--- config.mk ---
export PLATFORM = sky130hd
export DESIGN_NAME = sbc_standby_ctrl
export DESIGN_NICKNAME = d
export VERILOG_FILES = /design/src/sbc_pkg.sv /design/src/sbc_stab_counter.sv /design/src/sbc_axil_slave.sv /design/src/sbc_standby_ctrl.sv
export VERILOG_INCLUDE_DIRS = /design/src
export SDC_FILE = /design/constraint.sdc
export NUM_CORES = 1
export LEC_CHECK = 0
export BUFFER_PORTS_ARGS = -buffer_cell sky130_fd_sc_hd__clkbuf_2
export CORE_MARGIN = 8
export CORE_UTILIZATION = 45
export DETAILED_ROUTE_END_ITERATION = 8
export GPL_ROUTABILITY_DRIVEN = 0
export PLACE_DENSITY = 0.75
export SETUP_SLACK_MARGIN = 0.5
export SKIP_CTS_REPAIR_TIMING = 1
export SLEW_MARGIN = 20
export SYNTH_ARGS = -nofsm -noshare
export SYNTH_HDL_FRONTEND = slang
export SYNTH_SLANG_ARGS = --single-unit
--- constraint.sdc ---
create_clock -name sys_clk_i -period 5 [get_ports sys_clk_i]
set_clock_uncertainty 0.1 [all_clocks]
set_input_delay 0.75 -clock sys_clk_i [delete_from_list [all_inputs] [get_ports sys_clk_i]]
set_output_delay 0.75 -clock sys_clk_i [all_outputs]
set_load 0.005 [all_outputs]
--- src/sbc_params.svh ---
// Register offsets, field positions, reset values and counts for standby control.
`ifndef SBC_PARAMS_SVH
`define SBC_PARAMS_SVH

// ----------------------------------------------------------------------
// Register byte offsets
// ----------------------------------------------------------------------
`define SBC_ADDR_W 4
`define SBC_OFS_PSC 4'h0
`define SBC_OFS_MODE 4'h4
`define SBC_OFS_WAIT 4'h8
`define SBC_OFS_STAT 4'hC

// ----------------------------------------------------------------------
// Field positions
// ----------------------------------------------------------------------
`define SBC_PSC_TRIG 1
`define SBC_PSC_MASKABLE 4
`define SBC_PSC_NMI0 5
`define SBC_PSC_NMI1 6
`define SBC_STAT_OSC_OK 4
`define SBC_STAT_BUSY 5

// ----------------------------------------------------------------------
// Reset values and counts
// ----------------------------------------------------------------------
`define SBC_PSC_RST 1'b0
`define SBC_MODE_RST 2'h0
`define SBC_WAIT_SEL_RST 3'h6
`define SBC_STAB_BASE_EXP 10
`define SBC_RESP_OKAY 2'h0
`define SBC_RESP_SLVERR 2'h2

`endif

--- src/sbc_pkg.sv ---
// Types shared by the standby control block.
package sbc_pkg;

  // Operating state of the device clock control.
  typedef enum logic [2:0] {
    SBC_RUN = 3'b000,
    SBC_HALT = 3'b001,
    SBC_IDLE_LIGHT = 3'b010,
    SBC_IDLE_DEEP = 3'b011,
    SBC_STOP = 3'b100,
    SBC_IDLE_SUB = 3'b101,
    SBC_OSC_WAIT = 3'b110,
    SBC_STAB = 3'b111
  } sbc_state_e;

  // Encoding of the two mode-select bits.
  typedef enum logic [1:0] {
    SBC_SEL_LIGHT_IDLE = 2'b00,
    SBC_SEL_STOP = 2'b01,
    SBC_SEL_DEEP_IDLE = 2'b10,
    SBC_SEL_SUB_IDLE = 2'b11
  } sbc_mode_sel_e;

endpackage

--- src/sbc_stab_counter.sv ---
// Oscillation stabilization wait counter with a power-of-two length.
`timescale 1ns/1ns
`include "sbc_params.svh"
module sbc_stab_counter import sbc_pkg::*; #(
  parameter int BASE_EXP = `SBC_STAB_BASE_EXP,
  parameter int CNT_W = BASE_EXP + 8
) (
  input wire logic sys_clk_i,
  input wire logic rst_i,
  input wire logic start_i,
  input wire logic [2:0] exp_sel_i,
  output logic busy_o,
  output logic done_o
);

  logic [CNT_W-1:0] cnt;
  logic [CNT_W-1:0] limit;
  logic [2:0] sel_q;
  logic [4:0] exp_tot;
  logic [CNT_W-1:0] one_w;

  // The wait lasts 2 to the power of (base + select) cycles.
  assign one_w = CNT_W'(1);
  assign exp_tot = 5'(BASE_EXP) + {2'b00, sel_q};
  assign limit = (one_w << exp_tot) - one_w;
  assign done_o = busy_o && (cnt == limit);

  // Select is captured at start so a rewrite cannot stretch a running wait.
  always_ff @(posedge sys_clk_i) begin
    if (rst_i) begin
      cnt <= '0;
      busy_o <= 1'b0;
      sel_q <= `SBC_WAIT_SEL_RST;
    end else if (start_i) begin
      cnt <= '0;
      busy_o <= 1'b1;
      sel_q <= exp_sel_i;
    end else if (done_o) begin
      busy_o <= 1'b0;
    end else if (busy_o) begin
      cnt <= cnt + one_w;
    end
  end
endmodule // sbc_stab_counter

--- src/sbc_axil_slave.sv ---
// AXI4-Lite slave front end producing register write strobes and sampling read data.
`timescale 1ns/1ns
`include "sbc_params.svh"
module sbc_axil_slave import sbc_pkg::*; #(
  parameter int ADDR_W = `SBC_ADDR_W
) (
  input wire logic sys_clk_i,
  input wire logic rst_i,
  input wire logic [ADDR_W-1:0] s_axi_awaddr_i,
  input wire logic s_axi_awvalid_i,
  output logic s_axi_awready_o,
  input wire logic [31:0] s_axi_wdata_i,
  input wire logic [3:0] s_axi_wstrb_i,
  input wire logic s_axi_wvalid_i,
  output logic s_axi_wready_o,
  output logic [1:0] s_axi_bresp_o,
  output logic s_axi_bvalid_o,
  input wire logic s_axi_bready_i,
  input wire logic s_axi_arvalid_i,
  output logic s_axi_arready_o,
  output logic [31:0] s_axi_rdata_o,
  output logic [1:0] s_axi_rresp_o,
  output logic s_axi_rvalid_o,
  input wire logic s_axi_rready_i,
  output logic wr_en_o,
  output logic [ADDR_W-1:0] wr_addr_o,
  output logic [7:0] wr_data_o,
  input wire logic wr_ok_i,
  input wire logic [31:0] rd_data_i,
  input wire logic rd_ok_i
);

  logic aw_held;
  logic w_held;
  logic [3:0] strb_q;

  // Address and data are taken in either order and held until both exist.
  assign s_axi_awready_o = !aw_held && !s_axi_bvalid_o;
  assign s_axi_wready_o = !w_held && !s_axi_bvalid_o;
  assign s_axi_arready_o = !s_axi_rvalid_o;
  assign wr_en_o = aw_held && w_held && !s_axi_bvalid_o && strb_q[0];

  // Write channel holding registers and response.
  always_ff @(posedge sys_clk_i) begin
    if (rst_i) begin
      aw_held <= 1'b0;
      w_held <= 1'b0;
      wr_addr_o <= '0;
      wr_data_o <= 8'h00;
      strb_q <= 4'h0;
      s_axi_bvalid_o <= 1'b0;
      s_axi_bresp_o <= `SBC_RESP_OKAY;
    end else begin
      if (s_axi_awvalid_i && s_axi_awready_o) begin
        aw_held <= 1'b1;
        wr_addr_o <= s_axi_awaddr_i;
      end
      if (s_axi_wvalid_i && s_axi_wready_o) begin
        w_held <= 1'b1;
        wr_data_o <= s_axi_wdata_i[7:0];
        strb_q <= s_axi_wstrb_i;
      end
      if (aw_held && w_held && !s_axi_bvalid_o) begin
        aw_held <= 1'b0;
        w_held <= 1'b0;
        s_axi_bvalid_o <= 1'b1;
        s_axi_bresp_o <= wr_ok_i ? `SBC_RESP_OKAY : `SBC_RESP_SLVERR;
      end else if (s_axi_bready_i) begin
        s_axi_bvalid_o <= 1'b0;
      end
    end
  end

  // Read data is sampled from the live decode at the address handshake.
  always_ff @(posedge sys_clk_i) begin
    if (rst_i) begin
      s_axi_rvalid_o <= 1'b0;
      s_axi_rdata_o <= 32'h0000_0000;
      s_axi_rresp_o <= `SBC_RESP_OKAY;
    end else if (s_axi_arvalid_i && s_axi_arready_o) begin
      s_axi_rvalid_o <= 1'b1;
      s_axi_rdata_o <= rd_ok_i ? rd_data_i : 32'h0000_0000;
      s_axi_rresp_o <= rd_ok_i ? `SBC_RESP_OKAY : `SBC_RESP_SLVERR;
    end else if (s_axi_rready_i) begin
      s_axi_rvalid_o <= 1'b0;
    end
  end

endmodule // sbc_axil_slave

--- src/sbc_standby_ctrl.sv ---
// Standby mode entry, wake decision and oscillator stabilization control.
//
// Overview of operation
// - Any interrupt releases halt, masks ignored.
// - Mask bits written with trigger are discarded.
// - Mode bits act only while trigger is set.
// - Wait counts only once oscillator runs.
// - Wait after reset is 2^16 cycles.
// - Pending unmasked interrupt ends idle at once.
// - Masked interrupt class never releases idle.
//
// The address map and register access over AXI4-Lite are this design's own decisions.
`timescale 1ns/1ns
`include "sbc_params.svh"
module sbc_standby_ctrl import sbc_pkg::*; #(
  parameter int ADDR_W = `SBC_ADDR_W,
  parameter int BASE_EXP = `SBC_STAB_BASE_EXP
) (
  input wire logic sys_clk_i,
  input wire logic rst_i,
  input wire logic [ADDR_W-1:0] s_axi_awaddr_i,
  input wire logic s_axi_awvalid_i,
  output logic s_axi_awready_o,
  input wire logic [31:0] s_axi_wdata_i,
  input wire logic [3:0] s_axi_wstrb_i,
  input wire logic s_axi_wvalid_i,
  output logic s_axi_wready_o,
  output logic [1:0] s_axi_bresp_o,
  output logic s_axi_bvalid_o,
  input wire logic s_axi_bready_i,
  input wire logic [ADDR_W-1:0] s_axi_araddr_i,
  input wire logic s_axi_arvalid_i,
  output logic s_axi_arready_o,
  output logic [31:0] s_axi_rdata_o,
  output logic [1:0] s_axi_rresp_o,
  output logic s_axi_rvalid_o,
  input wire logic s_axi_rready_i,
  input wire logic halt_req_i,
  input wire logic irq_maskable_i,
  input wire logic irq_nonmask_zero_i,
  input wire logic irq_nonmask_one_i,
  input wire logic osc_running_i,
  output logic osc_en_o,
  output logic cpu_clk_en_o,
  output logic periph_clk_en_o,
  output logic stab_wait_o
);

  // --------------------------------------------------------------------
  // Declarations
  // --------------------------------------------------------------------
  sbc_state_e state;
  sbc_state_e next_state;
  logic [1:0] mode_select;
  logic [2:0] wait_select;
  logic standby_trigger;
  logic wake_mask_maskable;
  logic wake_mask_nonmask_zero;
  logic wake_mask_nonmask_one;
  logic wr_en;
  logic [ADDR_W-1:0] wr_addr;
  logic [7:0] wr_data;
  logic wr_ok;
  logic rd_ok;
  logic [31:0] rd_data;
  logic [7:0] psc_rd;
  logic [7:0] stat_rd;
  logic psc_wr;
  logic mode_wr;
  logic wait_wr;
  logic trig_set;
  logic any_irq;
  logic unmasked_irq;
  logic in_idle;
  logic release_idle;
  logic release_halt;
  logic osc_meta;
  logic osc_s2;
  logic osc_s3;
  logic osc_ok;
  logic cnt_start;
  logic cnt_busy;
  logic cnt_done;

  // --------------------------------------------------------------------
  // Register bus
  // --------------------------------------------------------------------

  // Bus handshakes live in the slave; this module owns decode and state.
  sbc_axil_slave #(
    .ADDR_W(ADDR_W)
  ) u_bus (
    .sys_clk_i(sys_clk_i),
    .rst_i(rst_i),
    .s_axi_awaddr_i(s_axi_awaddr_i),
    .s_axi_awvalid_i(s_axi_awvalid_i),
    .s_axi_awready_o(s_axi_awready_o),
    .s_axi_wdata_i(s_axi_wdata_i),
    .s_axi_wstrb_i(s_axi_wstrb_i),
    .s_axi_wvalid_i(s_axi_wvalid_i),
    .s_axi_wready_o(s_axi_wready_o),
    .s_axi_bresp_o(s_axi_bresp_o),
    .s_axi_bvalid_o(s_axi_bvalid_o),
    .s_axi_bready_i(s_axi_bready_i),
    .s_axi_arvalid_i(s_axi_arvalid_i),
    .s_axi_arready_o(s_axi_arready_o),
    .s_axi_rdata_o(s_axi_rdata_o),
    .s_axi_rresp_o(s_axi_rresp_o),
    .s_axi_rvalid_o(s_axi_rvalid_o),
    .s_axi_rready_i(s_axi_rready_i),
    .wr_en_o(wr_en),
    .wr_addr_o(wr_addr),
    .wr_data_o(wr_data),
    .wr_ok_i(wr_ok),
    .rd_data_i(rd_data),
    .rd_ok_i(rd_ok)
  );

  // Write decode; the status word is read only, so writes to it fail.
  assign psc_wr = wr_en && (wr_addr == `SBC_OFS_PSC);
  assign mode_wr = wr_en && (wr_addr == `SBC_OFS_MODE);
  assign wait_wr = wr_en && (wr_addr == `SBC_OFS_WAIT);
  assign wr_ok = (wr_addr == `SBC_OFS_PSC) || (wr_addr == `SBC_OFS_MODE) ||
                 (wr_addr == `SBC_OFS_WAIT);

  // Read decode; reserved bits read as zero.
  assign psc_rd = {1'b0, wake_mask_nonmask_one, wake_mask_nonmask_zero,
                   wake_mask_maskable, 2'b00, standby_trigger, 1'b0};
  assign stat_rd = {2'b00, cnt_busy, osc_ok, 1'b0, state};
  assign rd_ok = (s_axi_araddr_i == `SBC_OFS_PSC) ||
                 (s_axi_araddr_i == `SBC_OFS_MODE) ||
                 (s_axi_araddr_i == `SBC_OFS_WAIT) ||
                 (s_axi_araddr_i == `SBC_OFS_STAT);
  assign rd_data =
    (s_axi_araddr_i == `SBC_OFS_PSC) ? {24'h00_0000, psc_rd} :
    (s_axi_araddr_i == `SBC_OFS_MODE) ? {30'h0000_0000, mode_select} :
    (s_axi_araddr_i == `SBC_OFS_WAIT) ? {29'h0000_0000, wait_select} :
    {24'h00_0000, stat_rd};

  // --------------------------------------------------------------------
  // Control registers
  // --------------------------------------------------------------------

  // Trigger sets only from run; hardware clears it when standby ends.
  assign trig_set = psc_wr && wr_data[`SBC_PSC_TRIG] && (state == SBC_RUN);

  // Mask fields are kept when the same write sets the trigger, so a
  // careless single write cannot arm a mask while entering standby.
  always_ff @(posedge sys_clk_i) begin
    if (rst_i) begin
      wake_mask_maskable <= `SBC_PSC_RST;
      wake_mask_nonmask_zero <= `SBC_PSC_RST;
      wake_mask_nonmask_one <= `SBC_PSC_RST;
    end else if (psc_wr && !wr_data[`SBC_PSC_TRIG]) begin
      wake_mask_maskable <= wr_data[`SBC_PSC_MASKABLE];
      wake_mask_nonmask_zero <= wr_data[`SBC_PSC_NMI0];
      wake_mask_nonmask_one <= wr_data[`SBC_PSC_NMI1];
    end
  end

  // A set in the release cycle wins over the hardware clear.
  always_ff @(posedge sys_clk_i) begin
    if (rst_i) begin
      standby_trigger <= `SBC_PSC_RST;
    end else if (trig_set) begin
      standby_trigger <= 1'b1;
    end else if (release_idle || (state == SBC_STOP && unmasked_irq)) begin
      standby_trigger <= 1'b0;
    end
  end

  // Mode and wait select; only the low bits are stored.
  always_ff @(posedge sys_clk_i) begin
    if (rst_i) begin
      mode_select <= `SBC_MODE_RST;
      wait_select <= `SBC_WAIT_SEL_RST;
    end else begin
      if (mode_wr) begin
        mode_select <= wr_data[1:0];
      end
      if (wait_wr) begin
        wait_select <= wr_data[2:0];
      end
    end
  end

  // --------------------------------------------------------------------
  // Oscillator running input
  // --------------------------------------------------------------------

  // The oscillator flag comes from another domain; a change is accepted
  // only once the second and third stages agree, filtering one glitch.
  always_ff @(posedge sys_clk_i) begin
    if (rst_i) begin
      osc_meta <= 1'b0;
      osc_s2 <= 1'b0;
      osc_s3 <= 1'b0;
      osc_ok <= 1'b0;
    end else begin
      osc_meta <= osc_running_i;
      osc_s2 <= osc_meta;
      osc_s3 <= osc_s2;
      if (osc_s2 == osc_s3) begin
        osc_ok <= osc_s3;
      end
    end
  end

  // --------------------------------------------------------------------
  // Wake decision
  // --------------------------------------------------------------------

  // Halt ignores every mask; idle levels and stop honour them.
  assign any_irq = irq_maskable_i || irq_nonmask_zero_i ||
                   irq_nonmask_one_i;
  assign unmasked_irq = (irq_maskable_i && !wake_mask_maskable) ||
                        (irq_nonmask_zero_i && !wake_mask_nonmask_zero) ||
                        (irq_nonmask_one_i && !wake_mask_nonmask_one);
  assign in_idle = (state == SBC_IDLE_LIGHT) || (state == SBC_IDLE_DEEP) ||
                   (state == SBC_IDLE_SUB);
  assign release_halt = (state == SBC_HALT) && any_irq;
  assign release_idle = in_idle && unmasked_irq;
  assign cnt_start = (state == SBC_OSC_WAIT) && osc_ok;

  // --------------------------------------------------------------------
  // State machine
  // --------------------------------------------------------------------

  // A pending request is seen the cycle after entry, so it leaves at once.
  always_comb begin
    next_state = state;
    unique case (state)
      SBC_RUN: begin
        if (standby_trigger) begin
          unique case (sbc_mode_sel_e'(mode_select))
            SBC_SEL_LIGHT_IDLE: next_state = SBC_IDLE_LIGHT;
            SBC_SEL_STOP: next_state = SBC_STOP;
            SBC_SEL_DEEP_IDLE: next_state = SBC_IDLE_DEEP;
            SBC_SEL_SUB_IDLE: next_state = SBC_IDLE_SUB;
          endcase
        end else if (halt_req_i) begin
          next_state = SBC_HALT;
        end
      end
      SBC_HALT: begin
        if (release_halt) begin
          next_state = SBC_RUN;
        end
      end
      SBC_IDLE_LIGHT, SBC_IDLE_DEEP, SBC_IDLE_SUB: begin
        if (release_idle) begin
          next_state = SBC_RUN;
        end
      end
      SBC_STOP: begin
        if (unmasked_irq) begin
          next_state = SBC_OSC_WAIT;
        end
      end
      SBC_OSC_WAIT: begin
        if (osc_ok) begin
          next_state = SBC_STAB;
        end
      end
      SBC_STAB: begin
        if (cnt_done) begin
          next_state = SBC_RUN;
        end
      end
    endcase
  end

  // Reset behaves like a stop release: wait for the oscillator, then count.
  always_ff @(posedge sys_clk_i) begin
    if (rst_i) begin
      state <= SBC_OSC_WAIT;
    end else begin
      state <= next_state;
    end
  end

  // The wait length follows the select register, six after reset.
  sbc_stab_counter #(
    .BASE_EXP(BASE_EXP)
  ) u_stab (
    .sys_clk_i(sys_clk_i),
    .rst_i(rst_i),
    .start_i(cnt_start),
    .exp_sel_i(wait_select),
    .busy_o(cnt_busy),
    .done_o(cnt_done)
  );

  // --------------------------------------------------------------------
  // Clock control outputs
  // --------------------------------------------------------------------
  assign osc_en_o = (state != SBC_STOP);
  assign cpu_clk_en_o = (state == SBC_RUN);
  assign periph_clk_en_o = (state == SBC_RUN) || (state == SBC_HALT);
  assign stab_wait_o = cnt_busy;
endmodule // sbc_standby_ctrl

==> results of run 1 <==
==> kinds of logic (layout without fill, tap and decap cells) <==
kind of cell | Yosys count | after routing | synth area share (%)
AOI/OAI and AO/OA | 78 | 78 | 15.27
xor gates and xnor gates | 6 | 6 | 1.599
adders and majority gates | 8 | 8 | 3.047
buffers and inverters | 61 | 74 | 10.47
DFF | 61 | 61 | 37.17
muxes | 22 | 22 | 7.121
other | 1 | 28 | 0.1141
and+or+nand+nor | 151 | 151 | 25.21
==> cell type report <==
type	instances	area, µm²	area share (%)
clock inverters	6	93.84	2.557
flip-flops and latches	61	1221	33.28
repair buffers	43	215.2	5.864
inverters	15	56.30	1.534
well taps	99	123.9	3.375
clock buffers	10	137.6	3.750
multi-input cells	293	1822	49.64
==> routing by layer <==
| layer | GRT usage (%) | up-vias | wire (µm) |
|---|---|---|---|
| met5 | 0 | - | 0 |
| met4 | 4.926 | 0 | 77 |
| met3 | 5.086 | 10 | 470 |
| met2 | 24.39 | 76 | 3517 |
| met1 | 15.14 | 1305 | 3005 |
| li1 | - | 1402 | - |
==> stage by stage <==
stage	cells	worst slack [ns]	power, mW
final	527	1.543	1.191
after global placement	511	1.631	0.6885
after floorplan	415	1.981	0.6697
after CTS	527	1.559	1.201
after global routing	527	1.244	1.244
after detailed placement	511	1.555	0.6934
==> registers in the layout, indices dropped and copies added (netlist names), 2 cells and up <==
register             cells
state                    3
u_bus.wr_data_o          6
u_bus.s_axi_rdata_o      6
wait_select              3
mode_select              2
u_stab.sel_q             3
u_bus.wr_addr_o          4
u_stab.cnt              18
==> worst max-delay path by stage <==
stage	slack, ns	to	cells after the start
6_report	1.54	state[2]	8
4_1_cts	1.56	state[2]	8
5_1_grt	1.24	state[2]	8
2_1_floorplan	1.98	state[2]	9
3_3_place_gp	1.63	state[2]	8
3_5_place_dp	1.55	state[2]	8
==> placed cells by master, fill, tap and decap left out, drive strengths merged, types with 10 or more instances in the layout <==
master	instances
inv	16
nor2	45
a21oi	32
clkbuf	53
o31ai	14
conb	28
dfxtp	61
mux2i	20
or4	15
nand2	23
nand3	10
==> worst max-delay path, stage by stage (launching register included) <==
cell and delay (ns):
dfxtp_1 0.52, inv_1 0.11, ha_1 0.39, or4b_1 0.57, and3_4 0.21, nor4b_2 0.32
o2111a_2 0.60, a21oi_1 0.16, or3_1 0.35
==> power by group <==
| group | switching [mW] | internal [mW] | leakage (nW) |
|---|---|---|---|
| combinational | 0.0764 | 0.0667 | 0.906 |
| sequential | 0.0355 | 0.506 | 0.496 |
| clock | 0.208 | 0.297 | 0.113 |
==> cells in the mapped netlist, drive strengths merged (2+ instances only) <==
master	instances	area share, %
nor3	7	1.1
a22o	2	0.53
or3	3	0.57
nor4	3	0.57
nand2	23	2.6
nor2b	7	1.3
nand4	3	0.57
nand2b	9	1.7
buf	32	7.2
o21ai	9	1.4
xnor2	5	1.3
inv	15	1.7
a21oi	32	4.9
nand3b	2	0.46
a211oi	3	0.69
or4	15	3.4
and2	4	0.76
o31ai	14	3.2
clkbuf	14	1.6
dfxtp	61	37
and3	5	1.1
nor4b	5	1.5
nand4b	4	1.1
nand3	10	1.5
and4	2	0.53
a211o	3	0.80
a22oi	4	0.91
nor2	45	5.1
mux2i	20	6.1
ha	8	3.0
==> flow_summary.toml, run 1 <==
[timing]
clock.fmax_mhz = 289.3
hold_ws_ns = 0.3604
rsz0062_at_grt = "no"
slew_violations = 0
relSlewSlack_pct = 42.42
finalCriticalPeriod_ns = 3.457
hold_violations = 0
worstMarginPinSlew_ns = 0.8638
finalSetupViolations = 0
min_period_over_period_pct = 69.14
fin_setup_tns_ns = 0

[logic_synthesis]
yosysSeqAreaShare_pct = 37.17
synth_area_um2 = 3286
synth.distinct_cells = 55
avgSynthCellArea_um2 = 8.468
synth_flop_cell = "dfxtp_1"
netlist_instances = 388
synth_edf_count = 0
synth.yosys.warnings = 0
async_reset_ff_share_pct = 0
ys_ff_latch = 61

[final_layout]
drive_gt1_share_pct = 15.42
syn_to_final_growth_pct = 11.69
final_util_pct = 51.14
fin_nets = 487
post-route-cell-area_um2 = 3670
diodes = 0
fillers = 711

[critical_path]
r2r_start = "u_stab.sel_q[1]"
end_kind = "flip-flop"
critPathKind = "flip-flop to flip-flop"
rr_endpoint = "state[2]"
critPathRequiredTime_ns = 5.13
crit_path_start = "u_stab.sel_q[1]"
r2r_cells = 8
rrSetupSlack_ns = 1.54
start_kind = "flip-flop"
crit_arrival_ns = 3.58
cp_max_fo = 34

[floorplan]
fp.dieW_um = 101.5
num_io_pins = 101
dieArea_um2 = 10290
core_area_um2 = 7176
rows = 31
initial_core_util_pct = 45.79
die_h_um = 101.5

[global_route]
grt_use_total_pct = 13.95
antenna_found_initial = 0
grt_pass1_vias = 2657
grt_max_degree = 47
grt_pass1_wl_um = 11700
grt_overflow = 0

[detailed_routing]
final_antenna_net_count = 0
drt_pre_antenna_iters = 5
viasPerCell = 5.300
drc_errors = 0
drtIter0Drc = 114
via_count = 2793
routed_wl_um = 7070
wl_per_cell_um = 13.42

[place]
io_buffers = 43
postPlaceCellArea_um2 = 3438
dp_hpwl_um = 5113

[power]
p_leak_nw = 1.514
ir_drop_uv = 191.4
p_per_area_nw_per_um2 = 324.4

[worst_hold_path]
min_from = "osc_meta"
worstHoldEndpoint = "osc_s2"
hold_depth = 1
hold_class = "flip-flop to flip-flop"

[run_status]
status = "finished, final reports clean"

[flow_run]
maxCapViolCount = 0

[clocking]
root_buffer = "clkbuf_8"
clock-sinks = 61
clockBufferDepth = 2
clock_latency_ns = 0.34
tritoncts = "done"
cts_buffers = 9
cts.htree.levels = 3
clkTransAtPathRegs_ns = 0.08
No activity file was read; power rests on OpenSTA's default activity.
==> run 2: changes to the inputs <==
--- a/config.mk
+++ b/config.mk
@@ -6,6 +6,7 @@
 export SDC_FILE = /design/constraint.sdc
 export NUM_CORES = 1
 export LEC_CHECK = 0
+export ABC_AREA = 1
 export BUFFER_PORTS_ARGS = -buffer_cell sky130_fd_sc_hd__clkbuf_2
 export CORE_MARGIN = 8
 export CORE_UTILIZATION = 45
==> constraint.sdc (replaced) <==
create_clock -name sys_clk_i -period 3.4 [get_ports sys_clk_i]
set_clock_uncertainty 0.1 [all_clocks]
set_input_delay 0.51 -clock sys_clk_i [delete_from_list [all_inputs] [get_ports sys_clk_i]]
set_output_delay 0.51 -clock sys_clk_i [all_outputs]
set_load 0.005 [all_outputs]
==> run 2 against run 1 <==
  * Sequential cell count did not move
  * Combinational power rose by 84%
  * Sequential power is 43% higher
  * Critical path depth is 4 higher
  * Power increased by 32%
  * Area after synthesis up 5.2%
  * Non-clock buffer count grew 3
==> flow_summary.toml, run 2 <==
[run_status]
status = "finished, final reports clean"

[timing]
finalSetupViolations = 0
hold_violations = 0
min_period_over_period_pct = 73.94
clock.fmax_mhz = 397.8
finalCriticalPeriod_ns = 2.514
rsz0062_at_grt = "no"
fin_setup_tns_ns = 0
setup_ws_ns = 0.8860
slew_violations = 0
relSlewSlack_pct = 60.75
worstMarginPinSlew_ns = 0.5843
hold_ws_ns = 0.2578

[place]
dp.cells = 644
dp_slack_ns = 0.8807
postPlaceCellArea_um2 = 3649
io_buffers = 43
dp_hpwl_um = 5755

[final_layout]
post-route-cell-area_um2 = 3804
final_cells = 658
final_util_pct = 50.26
final_cell_mix = "nand2_1, nor2_1, dfxtp_1, inv_1, clkbuf_2"
drive_gt1_share_pct = 14.39
top_regs = "u_stab.cnt x18, u_bus.s_axi_rdata_o x6, u_bus.wr_data_o x6"
layout_commonest_cell = "nand2_1"
regMostFlops = "u_stab.cnt"
diodes = 0
syn_to_final_growth_pct = 10.03
largest_reg_flops = 18
fillers = 790
fin_nets = 617

[critical_path]
start_kind = "flip-flop"
end_kind = "flip-flop"
crit_arrival_ns = 2.68
critPathRequiredTime_ns = 3.57
r2r_start = "u_stab.sel_q[1]"
cp.buffers_inverters = 2
rr_endpoint = "u_stab.cnt[0]"
r2r_cells = 12
worstPathCellList = "inv_1 -> ha_1 -> nor2_1 -> nand3_1 -> nand2_1 -> nand3_1 -> nor2_2 -> nand2_1 -> nand2_2 -> buf_4 -> nand2_1 -> a21oi_1"
cp_slowest_stage_delay_ns = 0.47
cp_max_fo = 11
cpMostUsedCell = "nand2_1"
path_delay_family = "simple AND/OR/NAND/NOR gates"
rrSetupSlack_ns = 0.89
cp_slowest_cell = "dfxtp_1"
critPathKind = "flip-flop to flip-flop"

[worst_hold_path]
hold_depth = 3
min_from = "osc_running_i"
worstHoldEndpoint = "osc_meta"
hold_class = "input pin to flip-flop"

[clocking]
clock-sinks = 61
cts.htree.levels = 3
tritoncts = "done"
clkTransAtPathRegs_ns = 0.07
cts_buffers = 9
root_buffer = "clkbuf_8"
clock_latency_ns = 0.33
clockBufferDepth = 2

[floorplan]
die_h_um = 103.7
dieArea_um2 = 10740
core_area_um2 = 7567
initial_core_util_pct = 45.68
num_io_pins = 101
fp.dieW_um = 103.7
rows = 32

[logic_synthesis]
synth.yosys.warnings = 0
synth.distinct_cells = 34
netlist_instances = 507
avgSynthCellArea_um2 = 6.819
synth_common_cells = "nand2_1, nor2_1, dfxtp_1"
ys_ff_latch = 61
synth_edf_count = 0
synth_top_area_cell = "dfxtp_1"
yosysMostFrequentCell = "nand2_1"
synth_flop_cell = "dfxtp_1"
synth_area_leaders = "dfxtp_1, nand2_1, nor2_1"
synth_top_area_share_pct = 35.32
async_reset_ff_share_pct = 0
yosysSeqAreaShare_pct = 35.32
synth_area_um2 = 3457

[global_route]
grt_max_degree = 26
grt_pass1_wl_um = 13140
grt_overflow = 0
antenna_found_initial = 0
grt_use_total_pct = 14.17
grt_pass1_vias = 3147

[detailed_routing]
viasPerCell = 4.774
final_antenna_net_count = 0
routed_wl_um = 7431
drtIter0Drc = 96
via_count = 3141
drt_pre_antenna_iters = 4
drc_errors = 0
wl_per_cell_um = 11.29

[power]
p_per_area_nw_per_um2 = 413.0
p_leak_nw = 1.690
ir_drop_uv = 375.9
power.total_mw = 1.571

[flow_run]
maxCapViolCount = 0
==> run 2: cell types whose count changed in the layout (fill, tap and decap cells not counted), sizes merged, moves of 15 or more <==
cell   change
o21ai     +20
nor2      +20
mux2i     -20
nand3     +18
nand2    +101
inv       +46
or4       -15
==> run 2: worst reg2reg max path, delay by kind of cell (launching register included) <==
family          cells  cell delay [ns]
fa+ha+maj           1             0.35
compound gates      1             0.14
buf+inv             2             0.39
flops               1             0.47
simple gates        8             1.00
==> run 2: kinds of logic after synthesis <==
| group | synth area share (%) |
|---|---|
| adder cells (fa/ha/maj) | 2.896 |
| flip-flops | 35.32 |
| AO/OA/AOI/OAI | 13.86 |
| other | 0.1085 |
| XOR/XNOR | 4.561 |
| buffers and inverters | 14.69 |
| AND/OR/NAND/NOR | 28.56 |
==> run 2: worst max-delay path by stage <==
stage,startpoint,endpoint,slack [ns],depth (start not counted)
2_1_floorplan,u_stab.sel_q[1],u_stab.cnt[11],1.26,17
3_3_place_gp,u_stab.sel_q[1],u_stab.cnt[9],0.93,12
3_5_place_dp,u_stab.sel_q[1],u_stab.cnt[4],0.88,12
4_1_cts,u_stab.sel_q[1],u_stab.cnt[4],0.86,12
5_1_grt,u_stab.sel_q[1],u_stab.cnt[6],0.62,12
6_report,u_stab.sel_q[1],u_stab.cnt[0],0.89,12
==> run 2: layout make-up <==
| type | count | area, µm² | share of cell area [%] |
|---|---|---|---|
| clock buffer | 10 | 127.6 | 3.355 |
| clock inverter | 4 | 27.53 | 0.7237 |
| inverter | 62 | 232.7 | 6.118 |
| multi-input combinational | 373 | 1829 | 48.09 |
| sequential | 61 | 1221 | 32.11 |
| tap | 102 | 127.6 | 3.355 |
| timing repair buffer | 46 | 237.7 | 6.250 |
==> run 2: power by group <==
part | leakage, nW | switching (mW) | internal, mW
clock network | 0.0702 | 0.276 | 0.255
registers | 0.497 | 0.0265 | 0.751
logic | 1.12 | 0.163 | 0.0998
==> run 2: routing by layer <==
metal,up-vias,global-route usage [%],routed length [µm]
met2,84,24.75,3540
li1,1648,-,-
met4,0,5.481,105
met3,11,4.585,501
met5,-,0,0
met1,1398,15.57,3284
